===== src/core/systmr_defs.svh =====
// Widths, offsets, field positions and timing counts of the system timer alarm block.
`ifndef SYSTMR_DEFS_SVH
`define SYSTMR_DEFS_SVH
`define SYSTMR_CW 52
`define SYSTMR_IW 26
`define SYSTMR_HW 20
`define SYSTMR_HALF_M1 52'h7_ffff_ffff_ffff
`define SYSTMR_OFS_CONF 8'h00
`define SYSTMR_OFS_OP0 8'h04
`define SYSTMR_OFS_OP1 8'h08
`define SYSTMR_OFS_LDHI0 8'h0c
`define SYSTMR_OFS_LDLO0 8'h10
`define SYSTMR_OFS_LDHI1 8'h14
`define SYSTMR_OFS_LDLO1 8'h18
`define SYSTMR_OFS_TGHI0 8'h1c
`define SYSTMR_OFS_TGLO0 8'h20
`define SYSTMR_OFS_TGHI1 8'h24
`define SYSTMR_OFS_TGLO1 8'h28
`define SYSTMR_OFS_TGHI2 8'h2c
`define SYSTMR_OFS_TGLO2 8'h30
`define SYSTMR_OFS_TCF0 8'h34
`define SYSTMR_OFS_TCF1 8'h38
`define SYSTMR_OFS_TCF2 8'h3c
`define SYSTMR_OFS_VHI0 8'h40
`define SYSTMR_OFS_VLO0 8'h44
`define SYSTMR_OFS_VHI1 8'h48
`define SYSTMR_OFS_VLO1 8'h4c
`define SYSTMR_OFS_CSYN0 8'h50
`define SYSTMR_OFS_CSYN1 8'h54
`define SYSTMR_OFS_CSYN2 8'h58
`define SYSTMR_OFS_USYN0 8'h5c
`define SYSTMR_OFS_USYN1 8'h60
`define SYSTMR_OFS_IENA 8'h64
`define SYSTMR_OFS_IRAW 8'h68
`define SYSTMR_OFS_ICLR 8'h6c
`define SYSTMR_OFS_IST 8'h70
`define SYSTMR_OFS_DATE 8'hfc
`define SYSTMR_B_CLKEN 31
`define SYSTMR_B_URUN 30
`define SYSTMR_B_USTL 28
`define SYSTMR_B_CRUN 24
`define SYSTMR_B_UPDATE 30
`define SYSTMR_B_VALID 29
`define SYSTMR_B_SEL 31
`define SYSTMR_B_REP 30
`define SYSTMR_B_SYNC 0
`define SYSTMR_DIV_A 2'h2
`define SYSTMR_DIV_B 2'h1
`define SYSTMR_DATE_VAL 32'h0000_0001
`endif


===== src/core/systmr_pkg.sv =====
// Types shared by the system timer alarm block.
`include "systmr_defs.svh"
package systmr_pkg;
  // Configuration seen by one comparator.
  typedef struct packed {
    logic run;
    logic rep;
    logic [`SYSTMR_CW-1:0] tgt;
    logic [`SYSTMR_IW-1:0] ivl;
  } systmr_cfg_s;
  // Working state of one comparator.
  typedef struct packed {
    logic [`SYSTMR_CW-1:0] tgt;
    logic [`SYSTMR_IW-1:0] ivl;
    logic [`SYSTMR_CW-1:0] nxt;
    logic done;
    logic run_p;
    logic rep_p;
  } systmr_cmp_s;
  // Working state of the whole block.
  typedef struct packed {
    logic clk_en;
    logic [1:0] urun;
    logic [1:0] ustl;
    logic [2:0] crun;
    logic [1:0][`SYSTMR_CW-1:0] pre;
    logic [1:0][`SYSTMR_CW-1:0] cnt;
    logic [1:0][`SYSTMR_CW-1:0] snap;
    logic [1:0] valid;
    logic [2:0][`SYSTMR_CW-1:0] tgt;
    logic [2:0][`SYSTMR_IW-1:0] ivl;
    logic [2:0] rep;
    logic [2:0] sel;
    logic [2:0] ena;
    logic [2:0] raw;
    logic [2:0] irq;
    logic [31:0] rdata;
    logic rdy;
    logic err;
    logic [1:0] div;
    logic ph;
    logic [1:0] stl;
  } systmr_top_s;
endpackage


===== src/core/systmr_top.sv =====
// System timer with two 52-bit counters, three alarm comparators and an APB register file.
//
// How it works
// three independent 52-bit comparators, own alarms.
// mode bit one repeats, zero one-shot.
// repeating alarms at start plus each interval.
// one-shot target from 32 and 20 bits.
// source bit picks counter one or zero.
// no comparing until comparator run is set.
// recently passed target alarms at once; the code does so only when count and target share the top bit.
// far-passed target waits for wrap and equality.
// staged values adopted only on sync strobe.
// software writes fields before the strobe.
// level alarm stays high until cleared.
// alarm reaches output only when enabled.
// software keeps units running while configuring.
// snapshot, poll ready, then read halves.
// one-shot setup order is software's job.
// repeating setup order is software's job.
// software rescales sleep ticks into the preset.
// counter sync replaces count with preset.
// count tick alternates three and two cycles.
// running counter steps each tick, else holds.
// halt-follow pauses counter during processor stall.
// snapshot latches count, then ready flag.
// interval start is count at run or sync.
// raw flag, enable gating, write-one clear.
`timescale 1ns/10ps
`default_nettype none
`include "systmr_defs.svh"
module systmr_top (
  input wire logic clk_in,
  input wire logic rst_n_in,
  input wire logic [7:0] paddr_in,
  input wire logic psel_in,
  input wire logic penable_in,
  input wire logic pwrite_in,
  input wire logic [31:0] pwdata_in,
  input wire logic cpu_stall_in,
  output logic [31:0] prdata_out,
  output logic pready_out,
  output logic pslverr_out,
  output logic [2:0] alarm_irq_out
);
  systmr_pkg::systmr_top_s s_q;
  systmr_pkg::systmr_top_s s_d;
  systmr_pkg::systmr_cfg_s [2:0] cfg;
  logic [2:0] fire;
  logic [2:0] csync;
  logic [1:0] usync;
  logic [1:0] upd;
  logic [1:0] vclr;
  logic [2:0] iclr;
  logic tick;
  logic wr;
  logic setup;
  logic [31:0] rd;
  logic hit;

  // Fractional divider: ticks after three cycles, then after two.
  assign tick = s_q.div == (s_q.ph ? `SYSTMR_DIV_B : `SYSTMR_DIV_A);
  assign setup = psel_in & ~penable_in;
  // A write lands at the access edge, when ready is already high.
  assign wr = psel_in & penable_in & pwrite_in & s_q.rdy;

  // Decode of the strobe-type writes.
  always_comb begin
    csync = '0;
    usync = '0;
    upd = '0;
    vclr = '0;
    iclr = '0;
    if (wr) begin
      case (paddr_in)
        `SYSTMR_OFS_CSYN0: csync[0] = pwdata_in[`SYSTMR_B_SYNC];
        `SYSTMR_OFS_CSYN1: csync[1] = pwdata_in[`SYSTMR_B_SYNC];
        `SYSTMR_OFS_CSYN2: csync[2] = pwdata_in[`SYSTMR_B_SYNC];
        `SYSTMR_OFS_USYN0: usync[0] = pwdata_in[`SYSTMR_B_SYNC];
        `SYSTMR_OFS_USYN1: usync[1] = pwdata_in[`SYSTMR_B_SYNC];
        `SYSTMR_OFS_OP0: begin
          upd[0] = pwdata_in[`SYSTMR_B_UPDATE];
          vclr[0] = pwdata_in[`SYSTMR_B_VALID];
        end
        `SYSTMR_OFS_OP1: begin
          upd[1] = pwdata_in[`SYSTMR_B_UPDATE];
          vclr[1] = pwdata_in[`SYSTMR_B_VALID];
        end
        `SYSTMR_OFS_ICLR: iclr = pwdata_in[2:0];
        default: iclr = '0;
      endcase
    end
  end

  // Read data and address check, prepared during the setup cycle.
  always_comb begin
    rd = '0;
    hit = 1'b1;
    case (paddr_in)
      `SYSTMR_OFS_CONF: begin
        rd[`SYSTMR_B_CLKEN] = s_q.clk_en;
        rd[`SYSTMR_B_URUN -: 2] = {s_q.urun[0], s_q.urun[1]};
        rd[`SYSTMR_B_USTL -: 2] = {s_q.ustl[0], s_q.ustl[1]};
        rd[`SYSTMR_B_CRUN -: 3] = {s_q.crun[0], s_q.crun[1], s_q.crun[2]};
      end
      `SYSTMR_OFS_OP0: rd[`SYSTMR_B_VALID] = s_q.valid[0];
      `SYSTMR_OFS_OP1: rd[`SYSTMR_B_VALID] = s_q.valid[1];
      `SYSTMR_OFS_LDHI0: rd[`SYSTMR_HW-1:0] = s_q.pre[0][51:32];
      `SYSTMR_OFS_LDLO0: rd = s_q.pre[0][31:0];
      `SYSTMR_OFS_LDHI1: rd[`SYSTMR_HW-1:0] = s_q.pre[1][51:32];
      `SYSTMR_OFS_LDLO1: rd = s_q.pre[1][31:0];
      `SYSTMR_OFS_TGHI0: rd[`SYSTMR_HW-1:0] = s_q.tgt[0][51:32];
      `SYSTMR_OFS_TGLO0: rd = s_q.tgt[0][31:0];
      `SYSTMR_OFS_TGHI1: rd[`SYSTMR_HW-1:0] = s_q.tgt[1][51:32];
      `SYSTMR_OFS_TGLO1: rd = s_q.tgt[1][31:0];
      `SYSTMR_OFS_TGHI2: rd[`SYSTMR_HW-1:0] = s_q.tgt[2][51:32];
      `SYSTMR_OFS_TGLO2: rd = s_q.tgt[2][31:0];
      `SYSTMR_OFS_TCF0: rd = {s_q.sel[0], s_q.rep[0], 4'h0, s_q.ivl[0]};
      `SYSTMR_OFS_TCF1: rd = {s_q.sel[1], s_q.rep[1], 4'h0, s_q.ivl[1]};
      `SYSTMR_OFS_TCF2: rd = {s_q.sel[2], s_q.rep[2], 4'h0, s_q.ivl[2]};
      `SYSTMR_OFS_VHI0: rd[`SYSTMR_HW-1:0] = s_q.snap[0][51:32];
      `SYSTMR_OFS_VLO0: rd = s_q.snap[0][31:0];
      `SYSTMR_OFS_VHI1: rd[`SYSTMR_HW-1:0] = s_q.snap[1][51:32];
      `SYSTMR_OFS_VLO1: rd = s_q.snap[1][31:0];
      `SYSTMR_OFS_CSYN0, `SYSTMR_OFS_CSYN1, `SYSTMR_OFS_CSYN2: rd = '0;
      `SYSTMR_OFS_USYN0, `SYSTMR_OFS_USYN1, `SYSTMR_OFS_ICLR: rd = '0;
      `SYSTMR_OFS_IENA: rd[2:0] = s_q.ena;
      `SYSTMR_OFS_IRAW: rd[2:0] = s_q.raw;
      `SYSTMR_OFS_IST: rd[2:0] = s_q.raw & s_q.ena;
      `SYSTMR_OFS_DATE: rd = `SYSTMR_DATE_VAL; // Arbitrary version value.
      default: hit = 1'b0;
    endcase
  end

  // Comparator configuration: live mode bits, staged target and interval.
  always_comb begin
    for (int i = 0; i < 3; i++) begin
      cfg[i].run = s_q.crun[i];
      cfg[i].rep = s_q.rep[i];
      cfg[i].tgt = s_q.tgt[i];
      cfg[i].ivl = s_q.ivl[i];
    end
  end

  // Three identical comparators, each watching its chosen counter.
  for (genvar g = 0; g < 3; g++) begin : g_cmp
    systmr_comparator u_cmp (
      .clk_in(clk_in),
      .rst_n_in(rst_n_in),
      .cfg_in(cfg[g]),
      .count_in(s_q.cnt[s_q.sel[g]]),
      .sync_in(csync[g]),
      .fire_out(fire[g])
    );
  end

  // Next state of the whole block.
  always_comb begin
    s_d = s_q;
    // Divider phase toggles on every tick.
    if (tick) begin
      s_d.div = '0;
      s_d.ph = ~s_q.ph;
    end else begin
      s_d.div = s_q.div + 2'h1;
    end
    // Stall pin passes two flops before use.
    s_d.stl = {s_q.stl[0], cpu_stall_in};
    // Bus answer: ready and data in the access cycle after setup.
    s_d.rdy = setup;
    s_d.err = setup & ~hit;
    s_d.rdata = setup ? rd : '0;
    // Register writes into staged copies and control bits.
    if (wr) begin
      case (paddr_in)
        `SYSTMR_OFS_CONF: begin
          s_d.clk_en = pwdata_in[`SYSTMR_B_CLKEN];
          s_d.urun = {pwdata_in[`SYSTMR_B_URUN-1], pwdata_in[`SYSTMR_B_URUN]};
          s_d.ustl = {pwdata_in[`SYSTMR_B_USTL-1], pwdata_in[`SYSTMR_B_USTL]};
          s_d.crun = {pwdata_in[`SYSTMR_B_CRUN-2], pwdata_in[`SYSTMR_B_CRUN-1], pwdata_in[`SYSTMR_B_CRUN]};
        end
        `SYSTMR_OFS_LDHI0: s_d.pre[0][51:32] = pwdata_in[`SYSTMR_HW-1:0];
        `SYSTMR_OFS_LDLO0: s_d.pre[0][31:0] = pwdata_in;
        `SYSTMR_OFS_LDHI1: s_d.pre[1][51:32] = pwdata_in[`SYSTMR_HW-1:0];
        `SYSTMR_OFS_LDLO1: s_d.pre[1][31:0] = pwdata_in;
        `SYSTMR_OFS_TGHI0: s_d.tgt[0][51:32] = pwdata_in[`SYSTMR_HW-1:0];
        `SYSTMR_OFS_TGLO0: s_d.tgt[0][31:0] = pwdata_in;
        `SYSTMR_OFS_TGHI1: s_d.tgt[1][51:32] = pwdata_in[`SYSTMR_HW-1:0];
        `SYSTMR_OFS_TGLO1: s_d.tgt[1][31:0] = pwdata_in;
        `SYSTMR_OFS_TGHI2: s_d.tgt[2][51:32] = pwdata_in[`SYSTMR_HW-1:0];
        `SYSTMR_OFS_TGLO2: s_d.tgt[2][31:0] = pwdata_in;
        `SYSTMR_OFS_TCF0: begin
          s_d.ivl[0] = pwdata_in[`SYSTMR_IW-1:0];
          s_d.rep[0] = pwdata_in[`SYSTMR_B_REP];
          s_d.sel[0] = pwdata_in[`SYSTMR_B_SEL];
        end
        `SYSTMR_OFS_TCF1: begin
          s_d.ivl[1] = pwdata_in[`SYSTMR_IW-1:0];
          s_d.rep[1] = pwdata_in[`SYSTMR_B_REP];
          s_d.sel[1] = pwdata_in[`SYSTMR_B_SEL];
        end
        `SYSTMR_OFS_TCF2: begin
          s_d.ivl[2] = pwdata_in[`SYSTMR_IW-1:0];
          s_d.rep[2] = pwdata_in[`SYSTMR_B_REP];
          s_d.sel[2] = pwdata_in[`SYSTMR_B_SEL];
        end
        `SYSTMR_OFS_IENA: s_d.ena = pwdata_in[2:0];
        default: s_d.ena = s_q.ena;
      endcase
    end
    // Counters: preset load first, else step on a tick while running.
    for (int u = 0; u < 2; u++) begin
      if (usync[u]) begin
        s_d.cnt[u] = s_q.pre[u];
      end else if (tick && s_q.urun[u] && !(s_q.ustl[u] && s_q.stl[1])) begin
        s_d.cnt[u] = s_q.cnt[u] + `SYSTMR_CW'(1);
      end
      // Snapshot: a new capture sets ready, beating a clear in the same write.
      if (vclr[u]) begin
        s_d.valid[u] = 1'b0;
      end
      if (upd[u]) begin
        s_d.snap[u] = s_q.cnt[u];
        s_d.valid[u] = 1'b1;
      end
    end
    // Sticky alarm flags: an alarm beats a clear arriving in the same cycle.
    s_d.raw = (s_q.raw & ~iclr) | fire;
    s_d.irq = s_d.raw & s_d.ena;
  end

  // State register.
  always_ff @(posedge clk_in or negedge rst_n_in) begin
    if (!rst_n_in) begin
      s_q <= '0;
    end else begin
      s_q <= s_d;
    end
  end

  assign prdata_out = s_q.rdata;
  assign pready_out = s_q.rdy;
  assign pslverr_out = s_q.err;
  assign alarm_irq_out = s_q.irq;
endmodule // systmr_top
`default_nettype wire


===== src/core/systmr_comparator.sv =====
// One 52-bit alarm comparator with one-shot and repeating operation.
`timescale 1ns/10ps
`default_nettype none
`include "systmr_defs.svh"
module systmr_comparator (
  input wire logic clk_in,
  input wire logic rst_n_in,
  input wire systmr_pkg::systmr_cfg_s cfg_in,
  input wire logic [`SYSTMR_CW-1:0] count_in,
  input wire logic sync_in,
  output logic fire_out
);
  systmr_pkg::systmr_cmp_s s_q;
  systmr_pkg::systmr_cmp_s s_d;
  logic [`SYSTMR_CW-1:0] ref_v;
  logic [`SYSTMR_CW-1:0] diff;
  logic armed;

  // Compare only once run has stood a cycle, so the start point is settled first.
  assign armed = cfg_in.run & s_q.run_p & ~(cfg_in.rep & ~s_q.rep_p);
  assign ref_v = cfg_in.rep ? s_q.nxt : s_q.tgt;
  assign diff = count_in - ref_v;
  // A reached point fires, a recently passed one only if its top bit matches the count's; a far one waits for the wrap.
  assign fire_out = armed & ~s_q.done & (diff < `SYSTMR_HALF_M1)
    & (count_in[`SYSTMR_CW-1] == ref_v[`SYSTMR_CW-1]);

  // Next state: advance the interval sum, latch sync values, restart on run.
  always_comb begin
    s_d = s_q;
    s_d.run_p = cfg_in.run;
    s_d.rep_p = cfg_in.rep;
    if (fire_out) begin
      if (cfg_in.rep) begin
        s_d.nxt = s_q.nxt + `SYSTMR_CW'(s_q.ivl);
      end else begin
        s_d.done = 1'b1;
      end
    end
    if (sync_in) begin
      s_d.tgt = cfg_in.tgt;
      s_d.ivl = cfg_in.ivl;
      s_d.done = 1'b0;
    end
    if ((sync_in & cfg_in.run) | (cfg_in.run & ~s_q.run_p) | (cfg_in.rep & ~s_q.rep_p)) begin
      s_d.nxt = count_in + `SYSTMR_CW'(s_d.ivl);
      s_d.done = 1'b0;
    end
  end

  // State register.
  always_ff @(posedge clk_in or negedge rst_n_in) begin
    if (!rst_n_in) begin
      s_q <= '0;
    end else begin
      s_q <= s_d;
    end
  end
endmodule // systmr_comparator
`default_nettype wire


===== config.mk =====
export PLATFORM = sky130hd
export DESIGN_NAME = systmr_top
export DESIGN_NICKNAME = d
export VERILOG_FILES = /design/src/core/systmr_pkg.sv /design/src/core/systmr_top.sv /design/src/core/systmr_comparator.sv
export VERILOG_INCLUDE_DIRS = /design/src /design/src/core
export SDC_FILE = /design/constraint.sdc
export NUM_CORES = 2
export LEC_CHECK = 0
export ABC_AREA = 0
export BUFFER_PORTS_ARGS = -buffer_cell sky130_fd_sc_hd__buf_2
export CORE_ASPECT_RATIO = 0.7
export CORE_MARGIN = 2
export CORE_UTILIZATION = 50
export DETAILED_ROUTE_END_ITERATION = 6
export HOLD_SLACK_MARGIN = 0.1
export PLACE_DENSITY = 0.72
export SYNTH_ARGS = -nofsm -noshare
export SYNTH_HDL_FRONTEND = slang
export SYNTH_SLANG_ARGS = --single-unit

===== constraint.sdc =====
create_clock -name clk_in -period 7.2 [get_ports clk_in]
set_clock_uncertainty 0.2 [all_clocks]
set_input_delay 1.08 -clock clk_in [delete_from_list [all_inputs] [get_ports clk_in]]
set_output_delay 1.08 -clock clk_in [all_outputs]
set_load 0.01 [all_outputs]

Word-level counts from Yosys, hierarchy flattened:

Cells that the tools add are included.

* add/subtract/negate cells: 12
* $lt $le $gt $ge: 6
* equality and inequality tests: 36
* multiplexer cells: 64
* bitwise gates (word level): 55
* reductions and logical operators: 43

Operator list (number)
* two-way mux 52 bit: 16
* two-way mux 53 bit: 6
* adder 52 x 26 -> 52 bit: 6
* case mux 17 bit (17 select lines): 1
* less-than comparator 52 x 51 -> 1 bit, second input constant: 3
* subtractor 52 bit: 3
* adder 52 x 1 -> 52 bit, second input constant: 2
* == test 8 x 7 -> 1 bit, second input constant: 13
* two-way mux 26 bit: 3
* == test 8 x 6 -> 1 bit, second input constant: 8
* case mux 3 bit (21 select lines): 1
* case mux 2 bit (10 select lines): 2
* AND reduction 2 bit: 20
* case mux 3 bit (11 select lines): 1
* == test 8 x 5 -> 1 bit, second input constant: 4
* two-way mux 32 bit: 1
* OR reduction 30 bit: 1
* bitwise AND 1 bit: 29
* case mux 2 bit (11 select lines): 1
* two-way mux 1 bit: 20
* nonzero test 2 bit: 10
* == test 8 x 4 -> 1 bit, second input constant: 2
* case mux 2 bit (8 select lines): 1
* two-way mux 3 bit: 5
* 18 further kinds: 57

* flip-flop bits (word level): 1009
* input bits: 46

Depth between registers and ports, before layout:

* depth after elaboration: 10
* mapped depth: 25
* gate-level depth less buffers: 20

Modules after synthesis:

A second synthesis with hierarchy kept.

* cell total of the unflattened synthesis: 7459
* area total of the unflattened synthesis: 70674.0 um^2

Modules (own cells, without submodules)
* systmr_top: instances 1, cells an instance 2690, area an instance 30451.7 um^2, sequential area each 15264.6 um^2
* systmr_comparator at g_cmp[0].u_cmp: instances 1, cells an instance 1704, area an instance 14169.8 um^2, sequential area each 3328.2 um^2
* systmr_comparator at g_cmp[2].u_cmp: instances 1, cells an instance 1523, area an instance 13055.0 um^2, sequential area each 3328.2 um^2
* systmr_comparator at g_cmp[1].u_cmp: instances 1, cells an instance 1542, area an instance 12997.5 um^2, sequential area each 3328.2 um^2

Worst setup path after synthesis:

No wires, ideal clock.

* path type: input port to flip-flop
* from: in paddr_in[2]
* to: reg g_cmp[2].u_cmp.s_q[53] (netlist name)
* library setup time: 0.141 ns
* arrival: 6.264 ns
* data required time: 6.859 ns
* setup slack: 0.595 ns
* stages: 21
* buffers on the path: 4
* cell sequence: clkbuf_1 -> nor3_1 -> nand2_1 -> clkbuf_1 -> nor2_1 -> clkbuf_1 -> buf_1 -> mux2_2 -> ha_1 -> nor2b_1 -> o21ai_0 -> a21oi_1 -> a21oi_1 -> a21oi_1 -> a221o_1 -> a31o_2 -> a2111oi_0 -> nor3_1 -> a31o_2 -> a21oi_1 -> a31oi_1

RTL lines
* start, declared: RTL line systmr_top.sv:34 `input wire logic [7:0] paddr_in,`
* end signal, assigned: RTL line systmr_comparator.sv:53 `s_q <= '0;`
* end signal, assigned: RTL line systmr_comparator.sv:55 `s_q <= s_d;`
* end, declared: RTL line systmr_comparator.sv:13 `systmr_pkg::systmr_cmp_s s_q;`

Worst setup path after layout:

* from: reg s_q[49] (netlist name)
* to: reg g_cmp[1].u_cmp.s_q[40] (netlist name)

* cells in the longest elaborated chain, start to end: 8

Ends and longest elaborated chain
* start, declared: RTL line systmr_top.sv:45 `systmr_pkg::systmr_top_s s_q;`
* start signal, assigned: RTL line systmr_top.sv:234 `s_q <= '0;`
* start signal, assigned: RTL line systmr_top.sv:236 `s_q <= s_d;`
* two-way mux 52 bit (not written as such) (*) (2 in series): RTL line systmr_top.sv:150 `.count_in(s_q.cnt[s_q.sel[g]]),`
* subtractor 52 bit: RTL line systmr_comparator.sv:22 `assign diff = count_in - ref_v;`
* less-than comparator 52 x 51 -> 1 bit (no line)
* bitwise AND 1 bit (2 in series): RTL line systmr_comparator.sv:24 `` assign fire_out = armed & ~s_q.done & (diff < `SYSTMR_HALF_M1) ``
* nonzero test 2 bit (no line)
* AND reduction 2 bit (no line)
* end signal, assigned: RTL line systmr_comparator.sv:53
* end signal, assigned: RTL line systmr_comparator.sv:55
* end, declared: RTL line systmr_comparator.sv:13

Mark *: on every way between the ends. The rest lies on a longest branch, timed or not. The select of a mux whose other input is x is not followed.
A chain may end at the register's enable or synchronous reset.

==> impl_results.md <==
* Minimum setup slack among reg-to-reg paths at 0.18 ns
* Number of slew-limit violations in the final report at 4
* Distinct cell type count after synthesis at ~110
* R2r endpoint: g_cmp[1].u_cmp.s_q[40]
* Post-route setup slack at between 0.15 and 0.2 ns
* Post-place setup slack at around 0.4 ns
* Power density over the cells at 184 nW/um^2
* Horiz. Die Dim at 446 um
* Total buffers and inverters traversed by the critical path at 5
* Placed instance count at around 9000
* Half-perimeter wire length of the detailed placement result at ~260 mm
* Clock root buffer: sky130_fd_sc_hd__clkbuf_16
* Antenna violations before repair at 32
* Largest fanout on the critical path at 21
* Post-route cell area at between 70000 and 80000 um^2
* Startpoint of the lowest-slack register-to-register path: s_q[49]
* Hold Crit Class: in2async
* Synth Cell Area at 68500 um^2
* Relative contribution of combinational cells to total power at 14.8%
* CTS sink count at between 1000 and 1500
* Fraction of final layout cells with drive strength greater than 1 at between 10% and 20%
* Count of mapped cells out of synthesis at 7299
* Ys flop type: sky130_fd_sc_hd__dfrtp_1
* Cell chain of the critical path: buf_4, mux2_2, ha_1, a21oi_1, o21ai_0, buf_4, a32oi_1, o31ai_1, or4_1, nor4_1, nand4_1, buf_4, nor4b_1, and4_1, buf_12, nor2_2, buf_4, a31o_2, a31oi_1
* Total of warnings raised by yosys at 0
* Average wire per standard cell at 36.3 um
* Height of the die at 314 um
* Maximum clock path buffer count at 3
* TritonCTS clock tree: done
* Post-layout net count at roughly 7700
* Fill cell total of the finished layout at between 10000 and 15000
* Cell with the most instances on the worst path: sky130_fd_sc_hd__buf_4
* Number of optimization iterations in the first detailed-route pass at 7
* H-tree levels at 3
* Die ar. at between 100000 and 150000 um^2
* Synthesized Nets at 7665
* Net switching fraction of the power at ~30%
* Sequential share of power at a little over two fifths
* Detailed router's first-iteration violation count at approximately 11000
* Cell row count at between 100 and 150
* Violations in the final reports: design-rule violations, max-capacitance violations, max-slew violations
* Via count at roughly 67000
* Clock latency at the later pin of the worst-skew pair at about 0.80 ns
* Proportion of synthesized chip area in sequential cells at between 30% and 40%
* Leakage at around 33 nW
* Hold Fails Final Rpt at 0
* Arrival @ worst endpoint at 7.48 ns
* Number of design rule violations left after detail routing at slightly above 60
* Setup-violating endpoint count in the final report at 0
* Total overflow reported by the global router at 0
* Crit start category: flop
* Type of destination of the critical path: flop
* Global-route wire length before repair at about 470 mm
* CTS buffer count at a little over 100
* Power, Total at 0.0139 W
* FMAX at approximately 140 MHz
* Initial cell density of the core at 50.4%
* Reported net switching power at 0.00423 W
* Placeable core area at roughly 140000 um^2
* Average footprint of a synthesized cell at ~9.4 um^2
* Final GP Congestion at 1.14
* Boundary pin count at 83
* Number of enable-type register cells in the synthesized netlist at 0
* Global-route usage over all layers at between 40% and 50%
* Vias per inst at about 7.2
* Fraction of the cycle the final worst path needs at a little over nine tenths
* Cell internal pwr at roughly 0.0097 W
* Number of max-capacitance violations reported at 1
* CP top delay family: simple AND/OR/NAND/NOR gates
* Flop and latch count out of synthesis at 1009
* Area growth, synth to finish at 10.2%
* Critical Path Max Stage Delay at about 0.7 ns
* Setup fix buffers added after clock tree synthesis at 0
* Antenna Violating Nets Remaining at 0
* Worst-path cell with the longest stage delay: sky130_fd_sc_hd__dfrtp_2
* IO Port Bufs at 82
* Type of the setup path with the least slack: reg2reg
* Number of buffers inserted for hold repair after clock tree synthesis at 0
* Cells resized by post-CTS repair at 0
* Largest net degree at the start of global routing at between 150 and 200
* Required time worst endpoint at 7.66 ns
* Portion of total power attributed to the clock network at ~41%
* Setup repair after global routing missed its margin: no
* Run status: finished with violations
* Via count of the first global-routing pass at ~61000
* Number of standard cells in the layout, taps in and fillers out at between 9000 and 10000
* Post-placement cell area at 71900 um^2
* Setup Total Neg Slack at 0 ns
* Reg clk slew, reported paths at 0.07 ns
* Worst supply voltage drop on vdd at a little under 0.2 mV
* R2r worst-path depth at 19
* Shortest period the worst path allows at 7.02 ns
* Transition at the pin with the smallest max-transition slack at ~1.6 ns
* Final Routed Wirelength at between 300 and 400 mm
* Max-Slew Margin vs Limit at -8.14%
* Share of synthesized flip-flops with an asynchronous set or reset at 100%
[placed cells by master (no fill, tap or decap), types with 40 or more instances in the layout]
master | netlist | final
sky130_fd_sc_hd__mux2i_1 | 263 | 263
sky130_fd_sc_hd__a31oi_1 | 88 | 88
sky130_fd_sc_hd__nor2b_1 | 42 | 41
sky130_fd_sc_hd__nor3_1 | 110 | 110
sky130_fd_sc_hd__xnor2_1 | 208 | 208
sky130_fd_sc_hd__buf_2 | 65 | 81
sky130_fd_sc_hd__o21ai_0 | 265 | 263
sky130_fd_sc_hd__or3_1 | 52 | 52
sky130_fd_sc_hd__and2_1 | 46 | 46
sky130_fd_sc_hd__clkbuf_16 | 0 | 102
sky130_fd_sc_hd__o21a_1 | 61 | 58
sky130_fd_sc_hd__mux2_2 | 732 | 732
sky130_fd_sc_hd__buf_4 | 39 | 268
sky130_fd_sc_hd__nand2b_1 | 40 | 40
sky130_fd_sc_hd__a211oi_1 | 65 | 65
sky130_fd_sc_hd__dfrtp_1 | 1009 | 1003
sky130_fd_sc_hd__o211ai_1 | 53 | 53
sky130_fd_sc_hd__nand2_1 | 746 | 741
sky130_fd_sc_hd__o21bai_1 | 43 | 43
sky130_fd_sc_hd__xor2_1 | 130 | 130
sky130_fd_sc_hd__nand4_1 | 161 | 161
sky130_fd_sc_hd__a221oi_1 | 58 | 58
sky130_fd_sc_hd__a22oi_1 | 112 | 112
sky130_fd_sc_hd__inv_1 | 172 | 172
sky130_fd_sc_hd__a21oi_1 | 487 | 485
sky130_fd_sc_hd__nor2_1 | 507 | 486
sky130_fd_sc_hd__nand3_1 | 211 | 208
sky130_fd_sc_hd__nor4_1 | 46 | 45
sky130_fd_sc_hd__a21o_1 | 133 | 133
sky130_fd_sc_hd__and3_1 | 89 | 89
sky130_fd_sc_hd__ha_1 | 311 | 311
[worst max path at each step]
stage                      from  cells past startpoint                endpoint  slack (ns)
global placement        s_q[49]                     19  g_cmp[1].u_cmp.s_q[40]        0.45
global route            s_q[49]                     19  g_cmp[1].u_cmp.s_q[40]        0.23
detailed placement  paddr_in[7]                     21  g_cmp[1].u_cmp.s_q[47]        0.41
CTS                     s_q[49]                     19  g_cmp[1].u_cmp.s_q[40]        0.52
floorplan           paddr_in[2]                     21  g_cmp[2].u_cmp.s_q[53]        0.59
finish                  s_q[49]                     19  g_cmp[1].u_cmp.s_q[40]        0.18
[logic make-up after synthesis]
kind of cell / count (synthesis) / share of synthesized area, %
DFF: 1009 / 36.9
and+or+nand+nor: 2213 / 15.5
buffers and inverters: 638 / 3.87
xor gates and xnor gates: 338 / 4.32
muxes: 995 / 15.9
AOI/OAI and AO/OA: 1786 / 17.6
adders and majority gates: 320 / 5.95
[state kept, by name (all words and copies together), names as in the netlist]
| signal | count |
|---|---|
| g_cmp.u_cmp.s_q | 399 |
| s_q | 332 |
| cfg | 240 |
| prdata_out | 32 |
| alarm_irq_out | 3 |
| pready_out | 1 |
| pslverr_out | 1 |
| s_d | 1 |
[per-stage QoR]
stage	hold WS (ns)	utilization (%)
after floorplan	0.131	-
after global placement	0.136	53.0
after detailed placement	0.136	53.0
after CTS	0.156	55.5
after global routing	0.177	55.5
final	0.109	55.6
[final cells by class]
cell class | count | area [um^2] | area share (%)
Antenna cell | 36 | 90.1 | 0.119
Clock inverter | 45 | 651 | 0.862
Timing Repair Buffer | 374 | 2910 | 3.86
Inverter | 172 | 646 | 0.856
Tap cell | 1782 | 2230 | 2.96
Multi-Input combinational cell | 5652 | 40800 | 54.1
Clock buffer | 137 | 2820 | 3.74
Sequential cell | 1009 | 25300 | 33.5
[per-layer routing]
metal	vias to the layer above	part of all wire, %	GRT usage [%]
met5	-	0.38	6.28
met4	38	5.4	19.5
met3	1021	17	25.1
met2	5358	37	58.1
met1	33100	40	64.6
li1	27000	-	-
[synth_stat cells (26+ instances only)]
master / instances / share of area, %
sky130_fd_sc_hd__dfrtp_1: 1009 / 37
sky130_fd_sc_hd__nand2_1: 746 / 4.1
sky130_fd_sc_hd__mux2_2: 732 / 12
sky130_fd_sc_hd__nor2_1: 507 / 2.8
sky130_fd_sc_hd__a21oi_1: 487 / 3.6
sky130_fd_sc_hd__ha_1: 311 / 5.7
sky130_fd_sc_hd__clkbuf_1: 300 / 1.6
sky130_fd_sc_hd__o21ai_0: 265 / 1.9
sky130_fd_sc_hd__mux2i_1: 263 / 3.8
sky130_fd_sc_hd__nand3_1: 211 / 1.5
sky130_fd_sc_hd__xnor2_1: 208 / 2.7
sky130_fd_sc_hd__inv_1: 172 / 0.94
sky130_fd_sc_hd__nand4_1: 161 / 1.5
sky130_fd_sc_hd__a21o_1: 133 / 1.5
sky130_fd_sc_hd__xor2_1: 130 / 1.7
sky130_fd_sc_hd__a22oi_1: 112 / 1.2
sky130_fd_sc_hd__nor3_1: 110 / 0.80
sky130_fd_sc_hd__and3_1: 89 / 0.81
sky130_fd_sc_hd__a31oi_1: 88 / 0.80
sky130_fd_sc_hd__a211oi_1: 65 / 0.71
sky130_fd_sc_hd__buf_2: 65 / 0.48
sky130_fd_sc_hd__o21a_1: 61 / 0.67
sky130_fd_sc_hd__a221oi_1: 58 / 0.74
sky130_fd_sc_hd__buf_1: 55 / 0.30
sky130_fd_sc_hd__o211ai_1: 53 / 0.58
sky130_fd_sc_hd__or3_1: 52 / 0.48
sky130_fd_sc_hd__and2_1: 46 / 0.42
sky130_fd_sc_hd__nor4_1: 46 / 0.42
sky130_fd_sc_hd__o21bai_1: 43 / 0.47
sky130_fd_sc_hd__nor2b_1: 42 / 0.38
sky130_fd_sc_hd__nand2b_1: 40 / 0.37
sky130_fd_sc_hd__buf_4: 39 / 0.43
sky130_fd_sc_hd__a22o_1: 38 / 0.49
sky130_fd_sc_hd__and4_1: 33 / 0.42
sky130_fd_sc_hd__o221ai_1: 32 / 0.41
sky130_fd_sc_hd__or4_1: 31 / 0.34
sky130_fd_sc_hd__o31ai_1: 30 / 0.33
sky130_fd_sc_hd__or2_2: 26 / 0.24
[power by group through the flow]
stage	logic [W]	clock network [W]	registers (W)
final	0.00206	0.00575	0.00611
after global routing	0.00218	0.00594	0.00610
after CTS	0.00198	0.00570	0.00608
after detailed placement	0.00197	0	0.00618
after global placement	0.00196	0	0.00618
after floorplan	0.00113	0	0.00605
No activity file was read; power rests on OpenSTA's default activity.
